$ cat src/smps_ctrl_pkg.sv
// Shared constants, types and register layout of the mode and protection controller.
`default_nettype none
package smps_ctrl_pkg;

   // ----------------------------------------------------------------
   // Timebase and delays
   // ----------------------------------------------------------------
   localparam int CLK_HZ = 50_000_000;
   localparam int CLK_NS = 20;
   localparam int BLANK_MS = 20;
   localparam int SOFT_MS = 20;
   localparam int LATCH_BLANK_MS = 1;
   localparam int SPIKE_NS = 8000;
   localparam int BLANK_CYC_DEF = BLANK_MS * (CLK_HZ / 1000);
   localparam int SOFT_CYC_DEF = SOFT_MS * (CLK_HZ / 1000);
   localparam int LATCH_CYC_DEF = LATCH_BLANK_MS * (CLK_HZ / 1000);
   // A least time, so the count rounds up.
   localparam int SPIKE_CYC = (SPIKE_NS + CLK_NS - 1) / CLK_NS;
   localparam int LONG_W = 21;
   localparam int SPIKE_W = 9;
   localparam logic [SPIKE_W-1:0] SPIKE_LIM = SPIKE_CYC[SPIKE_W-1:0];

   // ----------------------------------------------------------------
   // Register map
   // ----------------------------------------------------------------
   localparam int ADDR_W = 8;
   localparam logic [ADDR_W-1:0] CTRL_OFF = 8'h00;
   localparam logic [ADDR_W-1:0] STATUS_OFF = 8'h04;
   localparam int CTRL_BURST_EN_BIT = 0;
   localparam int CTRL_EXT_LATCH_BIT = 1;
   localparam logic [1:0] CTRL_RST = 2'h3;

   // ----------------------------------------------------------------
   // Types
   // ----------------------------------------------------------------
   typedef enum logic [2:0] {ST_SOFT, ST_NORMAL, ST_BURST, ST_RESTART, ST_LATCHED} mode_e;

   // Comparator results, each high while its condition is true.
   typedef struct packed {
      logic fdbk_below_load;    // Feedback below 1.35 V.
      logic fdbk_above_max;     // Feedback above 4.5 V.
      logic ramp_done;          // Extend pin has ramped to 4.0 V.
      logic burst_wake;         // Feedback above 3.61 V.
      logic burst_sleep;        // Feedback at or below 3.0 V.
      logic supply_over;        // Supply above 24 V.
      logic winding_fault;      // Current sense peak above 1.66 V.
      logic thermal_trip;       // Junction above the trip temperature.
      logic latch_request;      // Extend pin pulled below 0.1 V.
      logic supply_below_on;    // Supply below 10.5 V.
      logic supply_above_off;   // Supply above 18 V.
      logic supply_below_reset; // Supply below 6.23 V.
      logic supply_under;       // Supply undervoltage while running.
   } comp_s;
   localparam int COMP_W = $bits(comp_s);

   typedef struct packed {
      logic bias_en;
      logic switch_en;
      logic reduced_limit;
      logic clamp_release;
      logic startup_cell;
   } drive_s;

   typedef struct packed {
      logic [22:0] zero;
      drive_s drive;
      logic burst_flag;
      mode_e mode;
   } status_s;

endpackage : smps_ctrl_pkg
`default_nettype wire

$ cat src/smps_mode_ctrl.sv
// Mode and protection control unit with blanking timers, spike filters and APB registers.
`default_nettype none

// Functional notes
// - A 20 ms internal blanking count precedes burst entry and auto restart.
// - At blanking expiry release the clamp; gate restart on ramp done.
// - With both restart gate inputs true, wait 8 us then auto restart.
// - Blanking counter stays disabled throughout soft start.
// - Burst uses basic blanking only; restart adds the capacitor ramp.
// - Counter zero in normal; counts below 1.35 V; burst if still low.
// - Entering burst sets the burst flag and switches bias off.
// - Startup cell stays off throughout burst.
// - Burst wake above 3.61 V enables bias and switching with reduced limit.
// - Burst sleep at 3.0 V switches bias off again.
// - Feedback above 4.5 V in burst leaves burst, restoring full limit.
// - Map each fault to latched-off or auto-restart as listed.
// - Latched-off clears only when supply falls below 6.23 V.
// - Overvoltage needs supply above 24 V and feedback above 4.5 V.
// - While latched, lockout hysteresis alone runs the startup cell.
// - While latched, never start soft start or switching.
// - Thermal trip enters latched-off.
// - Thermal and overvoltage pass an 8 us spike filter first.
// - Winding fault above 1.66 V latches off immediately.
// - Extend pin pulled low requests latch, ignored 1 ms after startup.
// - Feedback above 4.5 V counts 20 ms, then releases the clamp.
// - Auto restart reruns startup with switching, rechecks faults.
// - Soft start lasts 20 ms and reruns at every restart attempt.
module smps_mode_ctrl
   import smps_ctrl_pkg::*;
#(
   parameter int BLANK_CYC = BLANK_CYC_DEF,
   parameter int SOFT_CYC = SOFT_CYC_DEF,
   parameter int LATCH_CYC = LATCH_CYC_DEF
) (
   input wire logic pclk,                 // Timebase clock, 50 MHz.
   input wire logic presetn,              // Power-on reset, active low.
   input wire logic psel,                 // APB select.
   input wire logic penable,              // APB enable.
   input wire logic pwrite,               // APB direction.
   input wire logic [ADDR_W-1:0] paddr,   // APB byte address.
   input wire logic [31:0] pwdata,        // APB write data.
   output logic [31:0] prdata,            // APB read data.
   output logic pready,                   // APB ready.
   output logic pslverr,                  // APB error for unmapped address.
   input wire comp_s comp,                // Raw comparator levels.
   output drive_s drive,                  // Bias, switching, limit, clamp, cell.
   output logic burst_flag                // High while in burst mode.
);

   localparam logic [LONG_W-1:0] BLANK_LIM = BLANK_CYC[LONG_W-1:0];
   localparam logic [LONG_W-1:0] SOFT_LIM = SOFT_CYC[LONG_W-1:0];
   localparam logic [LONG_W-1:0] LATCH_LIM = LATCH_CYC[LONG_W-1:0];

   comp_s c;
   mode_e state_r;
   mode_e state_nxt;
   drive_s drive_r;
   drive_s drive_nxt;
   logic burst_flag_r;
   logic [1:0] ctrl_r;
   logic [31:0] prdata_r;
   logic pready_r;
   logic pslverr_r;
   logic [LONG_W-1:0] blank_cnt;
   logic [LONG_W-1:0] soft_cnt;
   logic [LONG_W-1:0] latch_cnt;
   logic [SPIKE_W-1:0] ovp_cnt;
   logic [SPIKE_W-1:0] otp_cnt;
   logic [SPIKE_W-1:0] rst_cnt;
   logic blank_high_r;
   logic clamp_r;
   logic burst_on_r;
   logic cell_r;
   logic blank_run;
   logic blank_done;
   logic burst_go;
   logic restart_go;
   logic latch_trig;
   logic ext_armed;

   // ----------------------------------------------------------------
   // Helpers
   // ----------------------------------------------------------------
   // Saturating step of a long delay counter; clears whenever run drops.
   function automatic logic [LONG_W-1:0] long_step(input logic [LONG_W-1:0] cnt,
                                                   input logic [LONG_W-1:0] lim,
                                                   input logic run);
      if (!run) begin
         return '0;
      end else if (cnt == lim) begin
         return cnt;
      end
      return cnt + 1'b1;
   endfunction : long_step

   // Saturating step of an 8 us spike filter; the filtered level is cnt == limit.
   function automatic logic [SPIKE_W-1:0] spike_step(input logic [SPIKE_W-1:0] cnt,
                                                     input logic run);
      if (!run) begin
         return '0;
      end else if (cnt == SPIKE_LIM) begin
         return cnt;
      end
      return cnt + 1'b1;
   endfunction : spike_step

   // ----------------------------------------------------------------
   // Input synchronisation
   // ----------------------------------------------------------------
   // Comparators are analog and free running, so every one is synchronised.
   input_sync #(.W(COMP_W)) u_sync (
      .pclk(pclk),
      .presetn(presetn),
      .din(comp),
      .dout(c)
   );

   // ----------------------------------------------------------------
   // Blanking timer and clamp switch
   // ----------------------------------------------------------------
   // Counts only in normal mode, which also keeps it idle during soft start.
   assign blank_run = (state_r == ST_NORMAL) &&
                      (c.fdbk_below_load || c.fdbk_above_max);
   assign blank_done = (blank_cnt == BLANK_LIM);

   // A change of cause restarts the count so one cause never inherits the other's time.
   always_ff @(posedge pclk or negedge presetn) begin
      if (!presetn) begin
         blank_cnt <= '0;
         blank_high_r <= 1'b0;
      end else begin
         blank_high_r <= c.fdbk_above_max;
         if (blank_high_r != c.fdbk_above_max) begin
            blank_cnt <= '0;
         end else begin
            blank_cnt <= long_step(blank_cnt, BLANK_LIM, blank_run);
         end
      end
   end

   // Burst entry takes the basic delay alone.
   assign burst_go = blank_done && !blank_high_r && c.fdbk_below_load &&
                     ctrl_r[CTRL_BURST_EN_BIT];

   // The clamp opens at expiry and closes again once overload clears.
   always_ff @(posedge pclk or negedge presetn) begin
      if (!presetn) begin
         clamp_r <= 1'b0;
      end else if (state_r != ST_NORMAL || !c.fdbk_above_max) begin
         clamp_r <= 1'b0;
      end else if (blank_done && blank_high_r) begin
         clamp_r <= 1'b1;
      end
   end

   // Restart gate: clamp released and extend pin ramped, then 8 us blanking.
   always_ff @(posedge pclk or negedge presetn) begin
      if (!presetn) begin
         rst_cnt <= '0;
      end else begin
         rst_cnt <= spike_step(rst_cnt, clamp_r && c.ramp_done);
      end
   end
   assign restart_go = (rst_cnt == SPIKE_LIM);

   // ----------------------------------------------------------------
   // Latch-off detection
   // ----------------------------------------------------------------
   // Overvoltage is qualified by high feedback so small supply overshoots pass.
   always_ff @(posedge pclk or negedge presetn) begin
      if (!presetn) begin
         ovp_cnt <= '0;
         otp_cnt <= '0;
      end else begin
         ovp_cnt <= spike_step(ovp_cnt, c.supply_over && c.fdbk_above_max);
         otp_cnt <= spike_step(otp_cnt, c.thermal_trip);
      end
   end

   // External requests are blanked for 1 ms after each startup.
   always_ff @(posedge pclk or negedge presetn) begin
      if (!presetn) begin
         latch_cnt <= '0;
      end else begin
         latch_cnt <= long_step(latch_cnt, LATCH_LIM,
                                state_r != ST_RESTART && state_r != ST_LATCHED);
      end
   end
   assign ext_armed = (latch_cnt == LATCH_LIM) && ctrl_r[CTRL_EXT_LATCH_BIT];

   // The winding fault bypasses any filter.
   assign latch_trig = (ovp_cnt == SPIKE_LIM) || (otp_cnt == SPIKE_LIM) ||
                       c.winding_fault || (ext_armed && c.latch_request);

   // ----------------------------------------------------------------
   // Soft start
   // ----------------------------------------------------------------
   always_ff @(posedge pclk or negedge presetn) begin
      if (!presetn) begin
         soft_cnt <= '0;
      end else begin
         soft_cnt <= long_step(soft_cnt, SOFT_LIM, state_r == ST_SOFT);
      end
   end

   // ----------------------------------------------------------------
   // Mode sequencing
   // ----------------------------------------------------------------
   // Latch requests outrank undervoltage, which outranks the normal flow.
   always_comb begin
      state_nxt = state_r;
      case (state_r)
         ST_RESTART: begin
            if (c.supply_above_off) begin
               state_nxt = ST_SOFT;
            end
         end
         ST_LATCHED: begin
            if (c.supply_below_reset) begin
               state_nxt = ST_RESTART;
            end
         end
         default: begin
            if (latch_trig) begin
               state_nxt = ST_LATCHED;
            end else if (c.supply_under || restart_go) begin
               state_nxt = ST_RESTART;
            end else if (state_r == ST_SOFT && soft_cnt == SOFT_LIM) begin
               state_nxt = ST_NORMAL;
            end else if (state_r == ST_NORMAL && burst_go) begin
               state_nxt = ST_BURST;
            end else if (state_r == ST_BURST && c.fdbk_above_max) begin
               state_nxt = ST_NORMAL;
            end
         end
      endcase
   end

   // Power-on waits like a restart for the supply to charge up.
   always_ff @(posedge pclk or negedge presetn) begin
      if (!presetn) begin
         state_r <= ST_RESTART;
      end else begin
         state_r <= state_nxt;
      end
   end

   // Burst bias follows wake and sleep; wake wins if both are seen.
   always_ff @(posedge pclk or negedge presetn) begin
      if (!presetn) begin
         burst_on_r <= 1'b0;
      end else if (state_r != ST_BURST) begin
         burst_on_r <= 1'b0;
      end else if (c.burst_wake) begin
         burst_on_r <= 1'b1;
      end else if (c.burst_sleep) begin
         burst_on_r <= 1'b0;
      end
   end

   // Lockout hysteresis for the startup cell while latched off.
   always_ff @(posedge pclk or negedge presetn) begin
      if (!presetn) begin
         cell_r <= 1'b0;
      end else if (c.supply_below_on) begin
         cell_r <= 1'b1;
      end else if (c.supply_above_off) begin
         cell_r <= 1'b0;
      end
   end

   // ----------------------------------------------------------------
   // Outputs
   // ----------------------------------------------------------------
   // Drives lag the mode by one cycle, which is negligible against the analog loop.
   always_comb begin
      drive_nxt = '0;
      case (state_r)
         ST_SOFT: begin
            drive_nxt.bias_en = 1'b1;
            drive_nxt.switch_en = 1'b1;
         end
         ST_NORMAL: begin
            drive_nxt.bias_en = 1'b1;
            drive_nxt.switch_en = 1'b1;
            drive_nxt.clamp_release = clamp_r;
         end
         ST_BURST: begin
            drive_nxt.bias_en = burst_on_r;
            drive_nxt.switch_en = burst_on_r;
            drive_nxt.reduced_limit = 1'b1;
            drive_nxt.startup_cell = 1'b0;
         end
         ST_RESTART: begin
            drive_nxt.startup_cell = 1'b1;
         end
         default: begin
            drive_nxt.startup_cell = cell_r;
         end
      endcase
   end

   always_ff @(posedge pclk or negedge presetn) begin
      if (!presetn) begin
         drive_r <= '0;
         burst_flag_r <= 1'b0;
      end else begin
         drive_r <= drive_nxt;
         burst_flag_r <= (state_r == ST_BURST);
      end
   end

   // ----------------------------------------------------------------
   // APB slave
   // ----------------------------------------------------------------
   // Read data and error are fixed in the setup cycle, so access is one cycle.
   always_ff @(posedge pclk or negedge presetn) begin
      if (!presetn) begin
         pready_r <= 1'b0;
         pslverr_r <= 1'b0;
         prdata_r <= '0;
      end else begin
         pready_r <= psel && !penable;
         if (psel && !penable) begin
            pslverr_r <= 1'b0;
            prdata_r <= '0;
            if (paddr == CTRL_OFF) begin
               prdata_r <= {30'h0, ctrl_r};
            end else if (paddr == STATUS_OFF) begin
               prdata_r <= status_s'{zero: '0, drive: drive_r, burst_flag: burst_flag_r,
                                     mode: state_r};
            end else begin
               pslverr_r <= 1'b1;
            end
         end
      end
   end

   // Writes to the status word are accepted and have no effect.
   always_ff @(posedge pclk or negedge presetn) begin
      if (!presetn) begin
         ctrl_r <= CTRL_RST;
      end else if (psel && penable && pready_r && pwrite && paddr == CTRL_OFF) begin
         ctrl_r <= pwdata[1:0];
      end
   end

   assign prdata = prdata_r;
   assign pready = pready_r;
   assign pslverr = pslverr_r;
   assign drive = drive_r;
   assign burst_flag = burst_flag_r;
endmodule : smps_mode_ctrl
`default_nettype wire

$ cat src/input_sync.sv
// Three-stage synchroniser bank that passes a change once stages two and three agree.
`default_nettype none
module input_sync #(
   parameter int W = 1
) (
   input wire logic pclk,           // Timebase clock.
   input wire logic presetn,        // Asynchronous reset, active low.
   input wire logic [W-1:0] din,    // Asynchronous levels.
   output logic [W-1:0] dout        // Synchronised, agreed levels.
);

   logic [W-1:0] meta_r;
   logic [W-1:0] s2_r;
   logic [W-1:0] s3_r;
   logic [W-1:0] out_r;

   // ----------------------------------------------------------------
   // Stages
   // ----------------------------------------------------------------
   // The first stage feeds only the second, so metastability never reaches logic.
   always_ff @(posedge pclk or negedge presetn) begin
      if (!presetn) begin
         meta_r <= '0;
         s2_r <= '0;
         s3_r <= '0;
      end else begin
         meta_r <= din;
         s2_r <= meta_r;
         s3_r <= s2_r;
      end
   end

   // Each bit updates only where the two later stages agree.
   always_ff @(posedge pclk or negedge presetn) begin
      if (!presetn) begin
         out_r <= '0;
      end else begin
         out_r <= (s2_r & s3_r) | (out_r & (s2_r | s3_r));
      end
   end

   assign dout = out_r;

endmodule : input_sync
`default_nettype wire

$ cat config.mk
export PLATFORM = sky130hd
export DESIGN_NAME = smps_mode_ctrl
export DESIGN_NICKNAME = d
export VERILOG_FILES = /design/src/smps_ctrl_pkg.sv /design/src/smps_mode_ctrl.sv /design/src/input_sync.sv
export SDC_FILE = /design/constraint.sdc
export NUM_CORES = 1
export LEC_CHECK = 0
export BUFFER_PORTS_ARGS = -buffer_cell sky130_fd_sc_hd__buf_2
export CORE_MARGIN = 2
export CORE_UTILIZATION = 50
export CTS_CLUSTER_SIZE = 10
export DETAILED_ROUTE_END_ITERATION = 6
export PLACE_DENSITY_LB_ADDON = 0.15
export SLEW_MARGIN = 25
export SYNTH_ARGS = -nofsm -noshare
export SYNTH_HDL_FRONTEND = slang
export SYNTH_SLANG_ARGS = --single-unit
$ cat constraint.sdc
create_clock -name pclk -period 6 [get_ports pclk]
set_input_delay 0.6 -clock pclk [delete_from_list [all_inputs] [get_ports pclk]]
set_output_delay 0.6 -clock pclk [all_outputs]
set_load 0.005 [all_outputs]
==> impl_metrics.toml, run 1 <==
[outcome]
status = "completed"

[floorplanning]
pin_count = 98
core.rowCount = 43
dieArea_um2 = 15400
start_util = 0.515
core_area_um2 = 14000
die_h_um = 124
die_w_um = 124

[setup_path]
end_kind = "flop"
reg2reg_slack_ns = 3.79
endpoint = "state_r[0]"
arrival_ns = 2.56
startpoint = "state_r[1]"
r2r-end = "state_r[0]"
cp-start-kind = "flop"
cp_max_fo = 22
critPathKind = "flop to flop"
rr_worst_depth = 4
worstPathRequired_ns = 6.35
r2r-start = "state_r[1]"

[global_route]
grt_pass1_wl_um = 22400
track_usage = 0.186
grt_pass1_vias = 4686
grt_max_degree = 104
antenna_found_initial = 0
overflow = 0

[clocking]
hold_buffers = 0
post_cts_buffers = 0
clockBufferDepth = 2
clockRootBuffer = "clkbuf_16"
tritoncts = "built"
cts_made_buffers = 17
insertion_delay_ns = 0.42
htree_num_levels = 4
clk_pin_slew_ns = 0.07
post_cts_resize_count = 0
cts.sinks = 164

[yosys]
synth.avg_cell_area_um2 = 11.0
ys_ff_latch = 164
ys_top_cells_by_area = "dfrtp_1 (56%), xor2_1 (4.5%), nor2_1 (3.7%)"
synth_top_flop_cell = "dfrtp_1"
postSynthCellCount = 656
synth.yosys.seq_area_share = 0.570
yosysTopAreaCell = "dfrtp_1"
ys_async_sr_fraction = 1.00
synth_cell_types = 49
synth_edf_count = 0
synth_top_area_frac = 0.556
syn-cell-area_um2 = 7210
yosysWarnings = 0

[sta]
worst_clock_skew_ns = 0.00869
drv_slew = 0
tns_ns = 0
min_period_ns = 2.21
worst-slew-pin-transition_ns = 0.940
rsz0062_at_grt = "no"
slew_headroom = 0.373
fmax_mhz = 452
setup_viol = 0
final.period_utilization = 0.369
fin_ws_ns = 3.79
hold_viol = 0

[drt]
drt_wl_total_um = 13100
vias_per_cell = 5.37
wl_per_cell_um = 14.7
ant_nets = 0
drc = 0
vias = 4800
drt_iter0_markers = 323
dr.pass1.iters = 4

[placed_design]
place.gp.congestion = 0.802
portBuffers = 44
dp_hpwl_um = 8330
dp.cells = 862
dp_slack_ns = 3.81

[worst_hold_path]
hp-class = "input port to asynchronous set/reset pin"

[layout]
utilization = 0.576
syn2layout_area_growth_pct = 11.8
final_nets = 771
drive_gt1_frac = 0.132
fillCellCount = 1213
final_common_cell = "dfrtp_1"
antenna_cells = 0
layout_common_cells = "dfrtp_1 (160), nor2_1 (71), buf_2 (43)"
final_cell_count_no_fill = 894

[pwr]
vdd_ir_drop_max_v = 0.000214
leakagePower_nw = 3.45
power_density_nw_per_um2 = 319
power.total_mw = 2.57

[flow_run]
cap_viol_max_count = 0
where the power goes:
part	internal, mW	switching (mW)	total [mW]
Clock	0.586	0.448	1.03
Combinational	0.106	0.169	0.275
Sequential	1.18	0.0789	1.26
layout make-up:
| class | count | area [um^2] | share of cell area |
|---|---|---|---|
| multi-input combinational | 450 | 2830 | 0.351 |
| clock buffer | 18 | 439 | 0.0545 |
| sequential | 164 | 4110 | 0.510 |
| tap | 180 | 225 | 0.0280 |
| inverter | 23 | 86.3 | 0.0107 |
| clock inverter | 14 | 128 | 0.0158 |
| timing repair buffer | 45 | 236 | 0.0294 |
worst max-delay path: stages (launching register included):
cell and delay, ns:
dfstp_2 0.65, or3_1 0.67, o31ai_1 0.27, or2_2 0.32
o211a_1 0.23
worst min path at each step:
stage                   endpoint  slack, ns         startpoint
6_report           latch_cnt[12]       0.23            presetn
5_1_grt         u_sync.meta_r[4]       0.26            comp[4]
4_1_cts        u_sync.meta_r[12]       0.27           comp[12]
3_5_place_dp     u_sync.s2_r[11]       0.34  u_sync.meta_r[11]
3_3_place_gp      u_sync.s2_r[6]       0.33   u_sync.meta_r[6]
2_1_floorplan       blank_cnt[0]       0.30            presetn
through the flow:
stage          area [um^2]  hold WS (ns)
2_1_floorplan         7290         0.304
3_3_place_gp          7480         0.333
3_5_place_dp          7480         0.336
4_1_cts               8050         0.267
5_1_grt               8050         0.263
6_report              8050         0.230
cells by family (layout without fill, tap and decap cells):
family / after synthesis / in the layout / share of synthesized area
AOI/OAI and AO/OA: 55 / 55 / 0.0455
other: 1 / 23 / 0.000520
muxes: 9 / 9 / 0.0128
DFF: 164 / 164 / 0.570
buffers and inverters: 64 / 100 / 0.0491
xor gates and xnor gates: 66 / 66 / 0.0802
adders and majority gates: 25 / 25 / 0.0389
and+or+nand+nor: 272 / 272 / 0.203
routing by layer:
metal  vias up  wire length [um]  global-route usage
li1       2298                 -                   -
met1      2388              6190               0.252
met2       100              6190               0.295
met3        14               601              0.0513
met4         0               136              0.0541
met5         -                 0                   0
flip-flops by register name, summed over array words and instances, names as in the netlist:
signal and count:
blank_cnt 21, latch_cnt 21, soft_cnt 21, u_sync.dout 13, u_sync.meta_r 13, u_sync.s2_r 13, u_sync.s3_r 13, otp_cnt 9
ovp_cnt 9, rst_cnt 9, prdata 7, drive 3, state_r 3, ctrl_r 2, blank_high_r 1, burst_flag 1
burst_on_r 1, cell_r 1, clamp_r 1, pready 1, pslverr 1
cells in the mapped netlist (3+ instances only):
cell      instances
dfrtp_1         160
nor2_1           71
xor2_1           37
nand2_1          35
nand3_1          34
xnor2_1          29
buf_4            27
inv_1            23
nand4_1          23
nor3_1           21
a21oi_1          19
o21ai_0          19
or3_1            18
maj3_1           13
ha_1             12
clkbuf_1         11
and3_1            9
nand2b_1          9
and2_1            8
nor4_1            8
and4_1            7
mux2i_1           7
a22o_1            5
dfstp_2           4
nor4bb_1          4
nand3b_1          3
nor2b_1           3
nor4_2            3
nor4b_1           3
Note: power is estimated with default switching activity, not from simulation.
==> run 2, diff against run 1 <==
Settings changed: ABC_AREA set to 1.
Clock period 6 ns to 1.87 ns, I/O delays scaled along.
==> impl_metrics.toml, run 2 <==
[outcome]
status = "completed"

[yosys]
yosysWarnings = 0
ys_ff_latch = 164
ys_async_sr_fraction = 1.00
synth.cells.most_frequent = "dfrtp_1 (160), nand2_1 (131), nor2_1 (117), inv_1 (97), o21ai_0 (54)"
synth_top_area_frac = 0.532
ys_top_cells_by_area = "dfrtp_1 (53%), nand2_1 (6.5%), nor2_1 (5.8%)"
syn-cell-area_um2 = 7530
synth_cell_types = 42
postSynthCellCount = 834
synth_edf_count = 0
synth.yosys.seq_area_share = 0.546
synth_top_flop_cell = "dfrtp_1"
synth.avg_cell_area_um2 = 9.02
yosysTopAreaCell = "dfrtp_1"
synth.most_common_cell = "dfrtp_1"

[global_route]
antenna_found_initial = 0
overflow = 0
grt_pass1_vias = 5457
grt_max_degree = 52
grt_pass1_wl_um = 25000
track_usage = 0.195

[floorplanning]
pin_count = 98
dieArea_um2 = 16000
core.rowCount = 44
core_area_um2 = 14600
die_w_um = 127
start_util = 0.514
die_h_um = 127

[layout]
syn2layout_area_growth_pct = 14.6
final_cell_count_no_fill = 1107
final_nets = 981
fillCellCount = 1278
final_cell_area_um2 = 8630
layout_common_cells = "dfrtp_1 (160), nand2_1 (131), nor2_1 (115)"
top_regs = "blank_cnt x21, latch_cnt x21, soft_cnt x21"
antenna_cells = 0
final_common_cell = "dfrtp_1"
drive_gt1_frac = 0.141

[placed_design]
placed_cell_area_um2 = 7940
dp_hpwl_um = 10800
dp_slack_ns = 0.185
dp.cells = 1061
portBuffers = 44
place.gp.congestion = 0.859

[drt]
drt_wl_total_um = 14800
vias = 5719
drt_iter0_markers = 378
vias_per_cell = 5.17
dr.pass1.iters = 5
ant_nets = 0
drc = 0
wl_per_cell_um = 13.4

[sta]
final.period_utilization = 0.915
worst_clock_skew_ns = 0.00980
fmax_mhz = 584
hold_viol = 0
drv_slew = 0
min_period_ns = 1.71
setup_viol = 0
whs_ns = 0.0171
fin_ws_ns = 0.158

[clocking]
cts_made_buffers = 17
clockRootBuffer = "clkbuf_16"
insertion_delay_ns = 0.43
clk_pin_slew_ns = 0.06
cts.sinks = 164
htree_num_levels = 4
tritoncts = "built"
clockBufferDepth = 2

[pwr]
vdd_ir_drop_max_v = 0.000719
leakagePower_nw = 4.02
power_density_nw_per_um2 = 979

[flow_run]
cap_viol_max_count = 0

[worst_hold_path]
hp-class = "input port to flop"

[setup_path]
end_kind = "flop"
critPathKind = "flop to flop"
arrival_ns = 2.08
cp-start-kind = "flop"
cp_max_fo = 4
worstPathRequired_ns = 2.24
[run 2: cell types whose count changed in the layout (fill, tap and decap cells not counted), moves of 10 or more]
| cell | previous run | this run |
|---|---|---|
| a21oi_1 | 19 | 38 |
| dlygate4sd3_1 | 0 | 14 |
| inv_1 | 23 | 97 |
| nand2_1 | 35 | 131 |
| nand2_2 | 0 | 10 |
| nand3_1 | 34 | 45 |
| nor2_1 | 71 | 115 |
| nor2_2 | 0 | 11 |
| o21ai_0 | 19 | 54 |
| or3_1 | 18 | 0 |
| xnor2_1 | 29 | 4 |
| xor2_1 | 37 | 10 |
[run 2: report_power, final]
group	switching (mW)	total (mW)	internal (mW)
clock network	1.44	3.15	1.71
logic	0.819	1.31	0.487
registers	0.199	3.98	3.78
[run 2: kinds of logic (layout without fill, tap and decap cells)]
kind of cell,Yosys count,count (layout),synth area share
AOI/OAI and AO/OA,117,117,0.0848
xor gates and xnor gates,14,14,0.0163
adders and majority gates,25,25,0.0372
buffers and inverters,133,200,0.0811
DFF,164,164,0.546
muxes,2,2,0.00299
other,1,23,0.000498
and+or+nand+nor,378,378,0.231
[run 2: final timing paths]
| check | from | endpoint | slack (ns) | cells past startpoint |
|---|---|---|---|---|
| worst min register to register | u_sync.meta_r[8] | u_sync.s2_r[8] | 0.35 | 0 |
| worst min-delay path | pwdata[1] | ctrl_r[1] | 0.02 | 2 |
| worst max-delay path | blank_cnt[0] | state_r[1] | 0.16 | 11 |
| min in group asynchronous | presetn | blank_cnt[9] | 0.24 | 2 |
| worst max register to register | blank_cnt[0] | state_r[1] | 0.16 | 11 |
| max in group asynchronous | presetn | otp_cnt[0] | 0.90 | 3 |
[run 2: stage by stage]
stage	TNS, ns	total power, mW	utilization
after global routing	-0.0147	8.90	0.589
after global placement	0	5.28	0.542
after floorplan	0	4.89	-
after CTS	0	8.53	0.588
final	0	8.44	0.589
after detailed placement	0	5.32	0.542
[run 2: worst max-delay path: stages, from the launching register on]
cell	delay, ns
dfrtp_1	0.42
buf_4	0.16
inv_1	0.05
ha_1	0.14
nand3_1	0.07
nor2_1	0.13
nand4_1	0.24
nand3_2	0.15
nor2_1	0.05
nor2_1	0.12
nand2_1	0.07
nand2_1	0.06
[run 2: metal layers]
metal	track usage	vias to the layer above	share of wire
li1	-	2830	-
met1	0.258	2756	0.46
met2	0.318	116	0.49
met3	0.0502	17	0.037
met4	0.0659	0	0.013
met5	0	-	0
[run 2: area by class of cell]
type | instances | area (um^2) | area share
sequential | 164 | 4110 | 0.476
inverter | 101 | 380 | 0.0441
clock buffer | 18 | 429 | 0.0497
multi-input combinational | 559 | 2890 | 0.335
clock inverter | 13 | 105 | 0.0122
timing repair buffer | 68 | 479 | 0.0555
tap | 184 | 230 | 0.0267
[run 2: timing repair]
| action | 4_1_cts | 5_1_grt |
|---|---|---|
| setup buffers | 0 | 1 |
| setup endpoints to repair | 0 | 1 |
| resized for setup | 0 | 2 |
| hold endpoints to repair | 51 | 0 |
| hold buffers | 14 | 0 |
